## config.mk

```make
export PLATFORM = sky130hd
export DESIGN_NAME = iafps_sequencer
export DESIGN_NICKNAME = d
export VERILOG_FILES = /design/src/iafps_key_unlock.v /design/src/iafps_sequencer.v
export VERILOG_INCLUDE_DIRS = /design/src
export SDC_FILE = /design/constraint.sdc
export NUM_CORES = 1
export LEC_CHECK = 0
export BUFFER_PORTS_ARGS = -buffer_cell sky130_fd_sc_hd__buf_4
export CORE_ASPECT_RATIO = 0.6
export CORE_MARGIN = 5
export CORE_UTILIZATION = 40
export CTS_CLUSTER_DIAMETER = 150
export DETAILED_ROUTE_END_ITERATION = 12
export GPL_TIMING_DRIVEN = 0
export SETUP_SLACK_MARGIN = 0.05
export SLEW_MARGIN = 15
export SYNTH_ARGS = -nofsm -noshare
export SYNTH_HDL_FRONTEND = slang
export SYNTH_HIERARCHICAL = 1
export SYNTH_SLANG_ARGS = --single-unit
```

## constraint.sdc

```tcl
create_clock -name clk -period 9 [get_ports clk]
set_input_delay 0.9 -clock clk [delete_from_list [all_inputs] [get_ports clk]]
set_output_delay 0.9 -clock clk [all_outputs]
set_load 0.02 [all_outputs]
```

## src/iafps_defines.vh

```
// Constants for the in-application flash program sequencer.
// Assumes an 8-bit SFR bus with byte addresses as printed.
`ifndef IAFPS_DEFINES_VH
`define IAFPS_DEFINES_VH

// ==========================================
// SFR addresses
`define IAFPS_ADDR_KEY      8'hC7
`define IAFPS_ADDR_CHIPCTL  8'h9F
`define IAFPS_ADDR_TRIGGER  8'hA4
`define IAFPS_ADDR_UPDEN    8'hA5
`define IAFPS_ADDR_ALOW     8'hA6
`define IAFPS_ADDR_AHIGH    8'hA7
`define IAFPS_ADDR_FDATA    8'hAE
`define IAFPS_ADDR_CMD      8'hAF

// ==========================================
// Field positions
`define IAFPS_BIT_GO        0
`define IAFPS_BIT_ENABLE    0
`define IAFPS_BIT_FAULT     6
`define IAFPS_BIT_MAINUPD   0

// ==========================================
// Reset values
`define IAFPS_RST_FDATA     8'h00
`define IAFPS_RST_CMD       8'h30
`define IAFPS_RST_ADDR      8'h00

// ==========================================
// Keys and commands
`define IAFPS_KEY_FIRST     8'hAA
`define IAFPS_KEY_SECOND    8'h55
`define IAFPS_CMD_READ      8'h00
`define IAFPS_CMD_PROGRAM   8'h21
`define IAFPS_CMD_ERASE     8'h22

// ==========================================
// Timing, in ns, and page size
`define IAFPS_T_PROG_NS     2000
`define IAFPS_T_ERASE_NS    4000
`define IAFPS_CLK_NS        40
`define IAFPS_PAGE_BYTES    128

`endif

```

## src/iafps_key_unlock.v

```verilog
// Timed-access key tracker: opens a one-write window after key pair.
// Assumes SFR write strobe on the system clock.
`timescale 1ns/100ps
`include "iafps_defines.vh"

module iafps_key_unlock (
    // Clock and reset
    input  wire       clk,
    input  wire       reset,
    input  wire       clkEn,
    // SFR write
    input  wire       sfrWr,
    input  wire [7:0] sfrAddr,
    input  wire [7:0] sfrWdata,
    // Window
    output wire       unlocked
);
    reg [1:0] stage_q;
    reg [1:0] stage_d;

    assign unlocked = (stage_q == 2'd2);

    // ==========================================
    // Key sequence
    always @* begin
        stage_d = stage_q;
        if (sfrWr) begin
            if (sfrAddr == `IAFPS_ADDR_KEY && sfrWdata == `IAFPS_KEY_FIRST) begin
                stage_d = 2'd1;
            end else if (sfrAddr == `IAFPS_ADDR_KEY && stage_q == 2'd1
                         && sfrWdata == `IAFPS_KEY_SECOND) begin
                stage_d = 2'd2;
            end else begin
                stage_d = 2'd0;
            end
        end
    end

    always @(posedge clk or posedge reset) begin
        if (reset) begin
            stage_q <= 2'd0;
        end else if (clkEn) begin
            stage_q <= stage_d;
        end
    end
endmodule

```

## src/iafps_sequencer.v

```verilog
// In-application flash program sequencer: SFRs, key unlock, flash timing.
// Assumes a one-cycle SFR write strobe and combinational-free SFR read
// data, a simple flash array port, and a CPU that honours cpuHold.
// Summary of operation
// - Data byte is loaded before program; read result lands in it
// - Go bit write starts operation and holds the CPU until done
// - Go bit self-clears, reads zero; upper trigger bits reserved
// - Trigger write accepted only right after keys AAh then 55h
// - Clearing program enable stops fast RC osc when external clock used
// - Code lock bit never blocks read, program or erase
// - Command 21h programs a byte, 22h erases a main-array page
// - Address high byte gives bits 15:8, low byte bits 7:0
// - Page is 128 bytes; erase covers the whole addressed page
// - Bad address, bad command or disabled region sets fault flag
// - Setting program enable turns on the fast RC oscillator
`timescale 1ns/100ps
`include "iafps_defines.vh"

module iafps_sequencer #(
    parameter ARRAY_BYTES = 32768,
    parameter PROG_CYC    = (`IAFPS_T_PROG_NS + `IAFPS_CLK_NS - 1) / `IAFPS_CLK_NS,
    parameter ERASE_CYC   = (`IAFPS_T_ERASE_NS + `IAFPS_CLK_NS - 1) / `IAFPS_CLK_NS
) (
    // Clock and reset
    input  wire        clk,
    input  wire        reset,
    input  wire        clkEn,
    // SFR bus
    input  wire        sfrWr,
    input  wire        sfrRd,
    input  wire [7:0]  sfrAddr,
    input  wire [7:0]  sfrWdata,
    output reg  [7:0]  sfrRdata,
    // CPU and clocking
    input  wire        extClkSel,
    input  wire        codeLock,
    output reg         cpuHold,
    output reg         fastRcOscOn,
    // Flash array
    output reg  [15:0] flashAddr,
    output reg  [7:0]  flashWdata,
    input  wire [7:0]  flashRdata,
    output reg         flashRead,
    output reg         flashProgram,
    output reg         flashErase
);
    localparam ST_IDLE = 2'd0;
    localparam ST_RUN  = 2'd1;
    localparam ST_DONE = 2'd2;

    reg  [7:0]  dataByte_q;
    reg  [7:0]  cmd_q;
    reg  [7:0]  addrLow_q;
    reg  [7:0]  addrHigh_q;
    reg         progEnable_q;
    reg         mainUpd_q;
    reg         fault_q;
    reg  [1:0]  state_q;
    reg  [15:0] count_q;
    reg  [7:0]  runCmd_q;
    wire        unlocked;
    wire [15:0] targetAddr;
    wire        goWrite;
    wire        cmdValid;
    wire        needUpd;
    wire        badReq;

    // The codeLock input is intentionally not consulted anywhere.
    function isWr;
        input [7:0] a;
        begin
            isWr = sfrWr && (sfrAddr == a);
        end
    endfunction

    iafps_key_unlock uKey (
        .clk      (clk),
        .reset    (reset),
        .clkEn    (clkEn),
        .sfrWr    (sfrWr),
        .sfrAddr  (sfrAddr),
        .sfrWdata (sfrWdata),
        .unlocked (unlocked)
    );

    assign targetAddr = {addrHigh_q, addrLow_q};
    // Unkeyed write ignored
    // Inline decode: the function reads sfrWr and sfrAddr as globals
    assign goWrite    = sfrWr && (sfrAddr == `IAFPS_ADDR_TRIGGER) && unlocked
                        && sfrWdata[`IAFPS_BIT_GO] && state_q == ST_IDLE
                        && progEnable_q;
    assign cmdValid   = cmd_q == `IAFPS_CMD_READ || cmd_q == `IAFPS_CMD_PROGRAM
                        || cmd_q == `IAFPS_CMD_ERASE;
    assign needUpd    = cmd_q == `IAFPS_CMD_PROGRAM || cmd_q == `IAFPS_CMD_ERASE;
    assign badReq     = !cmdValid || ({16'h0000, targetAddr} >= ARRAY_BYTES)
                        || (needUpd && !mainUpd_q);

    // ==========================================
    // Registers and sequencer
    always @(posedge clk or posedge reset) begin
        if (reset) begin
            dataByte_q   <= `IAFPS_RST_FDATA;
            cmd_q        <= `IAFPS_RST_CMD;
            addrLow_q    <= `IAFPS_RST_ADDR;
            addrHigh_q   <= `IAFPS_RST_ADDR;
            progEnable_q <= 1'b0;
            mainUpd_q    <= 1'b0;
            fault_q      <= 1'b0;
            state_q      <= ST_IDLE;
            count_q      <= 16'h0000;
            runCmd_q     <= 8'h00;
            cpuHold      <= 1'b0;
            fastRcOscOn  <= 1'b0;
            flashAddr    <= 16'h0000;
            flashWdata   <= 8'h00;
            flashRead    <= 1'b0;
            flashProgram <= 1'b0;
            flashErase   <= 1'b0;
            sfrRdata     <= 8'h00;
        end else if (clkEn) begin
            if (isWr(`IAFPS_ADDR_FDATA) && state_q == ST_IDLE) begin
                dataByte_q <= sfrWdata;
            end
            if (isWr(`IAFPS_ADDR_CMD)) begin
                cmd_q <= sfrWdata;
            end
            if (isWr(`IAFPS_ADDR_ALOW)) begin
                addrLow_q <= sfrWdata;
            end
            if (isWr(`IAFPS_ADDR_AHIGH)) begin
                addrHigh_q <= sfrWdata;
            end
            if (isWr(`IAFPS_ADDR_UPDEN) && unlocked) begin
                mainUpd_q <= sfrWdata[`IAFPS_BIT_MAINUPD];
            end
            if (isWr(`IAFPS_ADDR_CHIPCTL) && unlocked) begin
                progEnable_q <= sfrWdata[`IAFPS_BIT_ENABLE];
            end
            fastRcOscOn <= progEnable_q || !extClkSel;
            if (goWrite && badReq) begin
                fault_q <= 1'b1;
            end else if (isWr(`IAFPS_ADDR_CHIPCTL) && unlocked) begin
                fault_q <= sfrWdata[`IAFPS_BIT_FAULT];
            end
            case (state_q)
                ST_IDLE: begin
                    if (goWrite && !badReq) begin
                        state_q      <= ST_RUN;
                        cpuHold      <= 1'b1;
                        runCmd_q     <= cmd_q;
                        flashWdata   <= dataByte_q;
                        if (cmd_q == `IAFPS_CMD_ERASE) begin
                            flashAddr  <= {targetAddr[15:7], 7'h00};
                            flashErase <= 1'b1;
                            count_q    <= ERASE_CYC[15:0];
                        end else if (cmd_q == `IAFPS_CMD_PROGRAM) begin
                            flashAddr    <= targetAddr;
                            flashProgram <= 1'b1;
                            count_q      <= PROG_CYC[15:0];
                        end else begin
                            flashAddr <= targetAddr;
                            flashRead <= 1'b1;
                            count_q   <= 16'h0001;
                        end
                    end
                end
                ST_RUN: begin
                    if (count_q <= 16'h0001) begin
                        state_q      <= ST_DONE;
                        flashProgram <= 1'b0;
                        flashErase   <= 1'b0;
                        flashRead    <= 1'b0;
                    end else begin
                        count_q <= count_q - 16'h0001;
                    end
                end
                ST_DONE: begin
                    if (runCmd_q == `IAFPS_CMD_READ) begin
                        dataByte_q <= flashRdata;
                    end
                    state_q <= ST_IDLE;
                    cpuHold <= 1'b0;
                end
                default: begin
                    state_q <= ST_IDLE;
                    cpuHold <= 1'b0;
                end
            endcase
            // Read mux; trigger reads zero
            if (sfrRd) begin
                if (sfrAddr == `IAFPS_ADDR_FDATA) begin
                    sfrRdata <= dataByte_q;
                end else if (sfrAddr == `IAFPS_ADDR_CMD) begin
                    sfrRdata <= cmd_q;
                end else if (sfrAddr == `IAFPS_ADDR_ALOW) begin
                    sfrRdata <= addrLow_q;
                end else if (sfrAddr == `IAFPS_ADDR_AHIGH) begin
                    sfrRdata <= addrHigh_q;
                end else if (sfrAddr == `IAFPS_ADDR_UPDEN) begin
                    sfrRdata <= {7'h00, mainUpd_q};
                end else if (sfrAddr == `IAFPS_ADDR_CHIPCTL) begin
                    sfrRdata <= {1'b0, fault_q, 5'h00, progEnable_q};
                end else begin
                    sfrRdata <= 8'h00;
                end
            end
        end
    end
endmodule

```

### Word level (Yosys, flattened, before mapping)

Index checks and enable logic that the tools add are counted.

| operators by class | value |
|---|---|
| add/subtract/negate cells | 1 |
| magnitude comparators | 2 |
| equal/unequal tests | 23 |
| muxes and demuxes | 36 |
| bitwise operators | 1 |
| reductions and logical operators | 50 |

Operators by type and width:

| kind | number |
|---|---|
| 8-bit == test, second input constant | 9 |
| 8-bit 2-to-1 mux | 7 |
| 16-bit 2-to-1 mux | 2 |
| 16-bit one-hot mux with 2 select lines | 1 |
| 7-bit 2-to-1 mux | 4 |
| 1-bit logical AND | 20 |
| 8-bit by 6-bit == test with 1-bit output, second input constant | 2 |
| 16-bit greater-or-equal comparator, second input constant | 1 |
| 16-bit by 1-bit <= comparator with 1-bit output, second input constant | 1 |
| 8-bit logical NOT | 2 |
| 2-bit AND reduction | 8 |
| 16-bit by 1-bit subtractor with 16-bit output, second input constant | 1 |
| 1-bit 2-to-1 mux | 12 |
| 2-bit != test, second input constant | 6 |
| 6-bit AND reduction | 2 |
| 3-bit AND reduction | 3 |
| 8-bit by 7-bit == test with 1-bit output, second input constant | 1 |
| 2-bit 2-to-1 mux | 4 |
| 1-bit one-hot mux with 2 select lines | 4 |
| 1-bit logical OR | 6 |
| 6-bit 2-to-1 mux | 1 |
| 5-bit AND reduction | 1 |
| 2-bit by 1-bit == test with 1-bit output, second input constant | 2 |
| 2-bit == test, second input constant | 2 |
| 7 further kinds | 11 |

| word-level totals | value |
|---|---|
| bits in registers | 100 |
| input port bits | 31 |
| output and inout bits | 37 |
| logic and storage cells | 132 |

### Longest topological paths before layout

| depth | value |
|---|---|
| word-level depth | 10 |
| depth in mapped cells | 8 |
| gate-level depth less buffers | 7 |

### Hierarchy

The synthesis kept the hierarchy.

Modules (own cells, without submodules):

| module | times used | cells an instance | area each (sq um) | seq. area each (sq um) |
|---|---|---|---|---|
| iafps_sequencer | 1 | 475 | 4,790.8 | 2,454.9 |
| iafps_key_unlock | 1 | 15 | 167.7 | 50.0 |

### Least setup slack after synthesis

Ideal clock, no wire load.

| timing path | value |
|---|---|
| path kind | input-to-reg |
| start point | input sfrAddr[6] |
| end point | register addrHigh_q[0] |
| library setup time | 0.125 ns |
| arrival | 2.608 ns |
| required time | 8.875 ns |
| slack | 6.267 ns |
| cell stages on the path | 6 |
| path buffers | 2 |
| path through | nand4bb_2 > clkbuf_1 > nor3_1 > and3_1 > buf_2 > mux2_2 |

| on the way | value |
|---|---|
| longest elaborated chain between the ends | 3 |

RTL lines:

| item | RTL line | source |
|---|---|---|
| start, declared | iafps_sequencer.v:31 | `input wire [7:0] sfrAddr,` |
| 8-bit == test | iafps_sequencer.v:72 | `isWr = sfrWr && (sfrAddr == a);` |
| 1-bit logical AND | iafps_sequencer.v:72 |  |
| 2-bit AND reduction (no line) | - |  |
| end signal, assigned | iafps_sequencer.v:105 | `` addrHigh_q <= `IAFPS_RST_ADDR; `` |
| end signal, assigned | iafps_sequencer.v:131 | `addrHigh_q <= sfrWdata;` |
| end, declared | iafps_sequencer.v:54 | `reg [7:0] addrHigh_q;` |

Every way passes these cells.
A chain may end at the register's enable or synchronous reset.

### Final worst setup path

| timing path | value |
|---|---|
| start point | input sfrAddr[6] |
| end point | register addrLow_q[4] |

| on the way | value |
|---|---|
| longest elaborated chain between the ends | 3 |

RTL lines:

| item | RTL line | source |
|---|---|---|
| 8-bit == test | iafps_sequencer.v:72 |  |
| 1-bit logical AND | iafps_sequencer.v:72 |  |
| 2-bit AND reduction (no line) | - |  |
| end signal, assigned | iafps_sequencer.v:104 | `` addrLow_q <= `IAFPS_RST_ADDR; `` |
| end signal, assigned | iafps_sequencer.v:128 | `addrLow_q <= sfrWdata;` |
| end, declared | iafps_sequencer.v:53 | `reg [7:0] addrLow_q;` |

Every way passes these cells.

==> qor.txt <==
Post-CTS Setup Bufs - 0
pin count of the biggest net entering global routing - 52
CORE AREA - 12100 um2
Mapped Nets - 523
Pins Over Slew Limit - 0
Worst EP arrival - 3230 ps
ys flop type - dfrtp_1
Mapped Cells - 490
area share of the largest cell type after synthesis - 49.5%
fraction of the cycle the final worst path needs - 33.5%
worst vdd ir - 0.0855 mV
Fin Hold WS - 435 ps
Final min period - 3010 ps
htree depth - 3
Worst R2R End - count_q[10]
post-DP HPWL - 10600 um
worst skew pair latency - 340 ps
Pleak - 0.00287 uW
total CTS buffers - 9
area leader, netlist - dfrtp_1
GRT Resource Usage Total - 19.7%
die area - 14800 um2
Synth cell types - 71
drt total wl - 14100 um
Resized cells post-CTS - 0
Reg2Reg Setup Slack - 6430 ps
Vias - 4232
critical path required time - 9220 ps
Max-Cap Viols - 0
initial antenna violation count - 0
RePlAce Congestion - 0.887
worst min path class - in2async
root buf cell - clkbuf_16
Worst Clk Skew - 9.41 ps
fmax - 332 MHz
Antenna diodes - 0
DRT iter0 DRCs - 481
drt first pass iters - 5
Max FO, Critical Path - 10
Synth-to-Final Area Change - 21.8%
reg2reg start - count_q[0]
synth warn - 6
Seq cells post-synth - 100
# rows - 31
Reg clk slew, reported paths - 70 ps
Synth area leaders - dfrtp_1 (49%), nand2_1 (6.7%), mux2_2 (6.1%)
syn avg cell area - 10.1 um2
CTS Sinks - 100
CTS tree - done
first-pass GRT wire length - 22600 um
startpoint types - input pin
Post-synth ARST share - 100%
Clock Path Buffers - 2
CTS hold repair buffers - 0
Top Ports - 68
Initial Util - 41.0%
Max-Slew Margin vs Limit - 39.8%
Final Hold Viols - 0
unrepaired setup endpoints after global routing - no
Final Setup Violations - 0
via/cell ratio - 5.74
WL/cell - 19.2 um
grt ovf - 0
Final Power - 1310 uW
Power Dens Cells - 217 nW/um2
height of the die - 96.2 um
layout cells sized above 1 - 24.5%
drc violations - 0
antenna-violating nets left - 0
Final TNS setup - 0 ps
Worst Setup End Kind - flip-flop
Final nets - 601
DIE WIDTH - 154 um
port bufs - 66
Seq/Total Area, Yosys - 50.5%
R2R depth - 7
status - finished clean
number of synthesized flops with an enable pin - 0
Worst Setup Path Type - in2reg
Slew @ Worst Pin - 897 ps
Synth Cell Area - 4960 um2
vias in the first global route - 4011
## sequential cells by signal (all words and copies together) (netlist names), 2 cells and up
signal,cells
addrHigh_q,8
addrLow_q,8
cmd_q,8
count_q,16
dataByte_q,8
flashAddr,16
flashWdata,8
runCmd_q,8
sfrRdata,8
state_q,2
uKey/stage_q,2
## metal layers
| layer | vias up | routed length, um | track usage, % |
|---|---|---|---|
| li1 | 1957 | - | - |
| met1 | 2087 | 7380 | 30.4 |
| met2 | 176 | 5280 | 25.8 |
| met3 | 12 | 1350 | 7.55 |
| met4 | 0 | 115 | 3.75 |
| met5 | - | 0 | 0 |
## power breakdown
part	internal (uW)	switching, uW
combinational	118	169
clock	279	166
sequential	508	67.7
total	906	403
## per-stage QoR
step                      cells  instance area, um2  setup WS [ps]  util, %
final                       737                6040           5990     49.9
after global routing        737                6040           5910     49.9
after CTS                   737                6040           6100     49.9
after detailed placement    722                5690           5730     47.0
after global placement      721                5660           4350     46.8
after floorplan             490                4960           5540        -
## critical path, stage by stage
cell	delay [ps]
buf_4	120
nand4bb_2	300
clkbuf_1	250
nor3_1	740
nand3_1	500
mux2_2	410
## cells in the mapped netlist, drive strengths merged, types with 8 or more instances
master   n
o22ai    8
dfrtp   98
o21ai   15
nand3   15
nor3    11
a21oi   29
inv     13
mux2    27
or4     10
clkbuf  19
nand2   89
nor2    26
## worst max path at each step
stage                          start       endpoint  cells after the start
after floorplan                reset  addrHigh_q[0]                      1
after global placement         reset    runCmd_q[3]                      2
after detailed placement  sfrAddr[6]  addrHigh_q[5]                      7
after CTS                 sfrAddr[6]   addrLow_q[3]                      6
after global routing      sfrAddr[6]  addrHigh_q[1]                      7
final                     sfrAddr[6]   addrLow_q[4]                      6
## layout by cell type (no fill, tap or decap), drive strengths merged, types with 4 or more instances in the layout
| cell | synthesis | final |
|---|---|---|
| o31ai | 4 | 4 |
| nand3 | 15 | 15 |
| nor3 | 11 | 11 |
| mux2 | 27 | 27 |
| buf | 6 | 73 |
| nor2 | 26 | 26 |
| and3 | 4 | 4 |
| clkbuf | 19 | 29 |
| nand4bb | 5 | 5 |
| a21o | 6 | 6 |
| a211oi | 4 | 4 |
| a222oi | 4 | 4 |
| inv | 13 | 14 |
| or4 | 10 | 10 |
| o22ai | 8 | 8 |
| nand4 | 5 | 5 |
| a21oi | 29 | 29 |
| nand2 | 89 | 89 |
| and4bb | 4 | 4 |
| o21a | 4 | 4 |
| o21ai | 15 | 15 |
| dfrtp | 98 | 98 |
| and2 | 7 | 7 |
| a22o | 6 | 6 |
| nor4 | 6 | 6 |
## cell type report
type / instances / area [um2]
inverter: 13 / 53.8
fill: 1134 / 6060
tap: 165 / 206
clock inverter: 5 / 108
timing repair buffer: 67 / 523
clock buffer: 10 / 239
sequential: 100 / 2500
buffer: 25 / 138
multi-input combinational: 352 / 2270
## kinds of logic (layout without fill, tap and decap cells)
group	Yosys count	in the layout	synth area share, %
AO/OA/AOI/OAI	109	109	15.2
XOR/XNOR	1	1	0.177
adder cells (fa/ha/maj)	2	2	0.505
buffers and inverters	38	120	3.76
flip-flops	100	100	50.5
multiplexers	30	30	6.74
AND/OR/NAND/NOR	210	210	23.1
(Power assumes the default switching activity.)
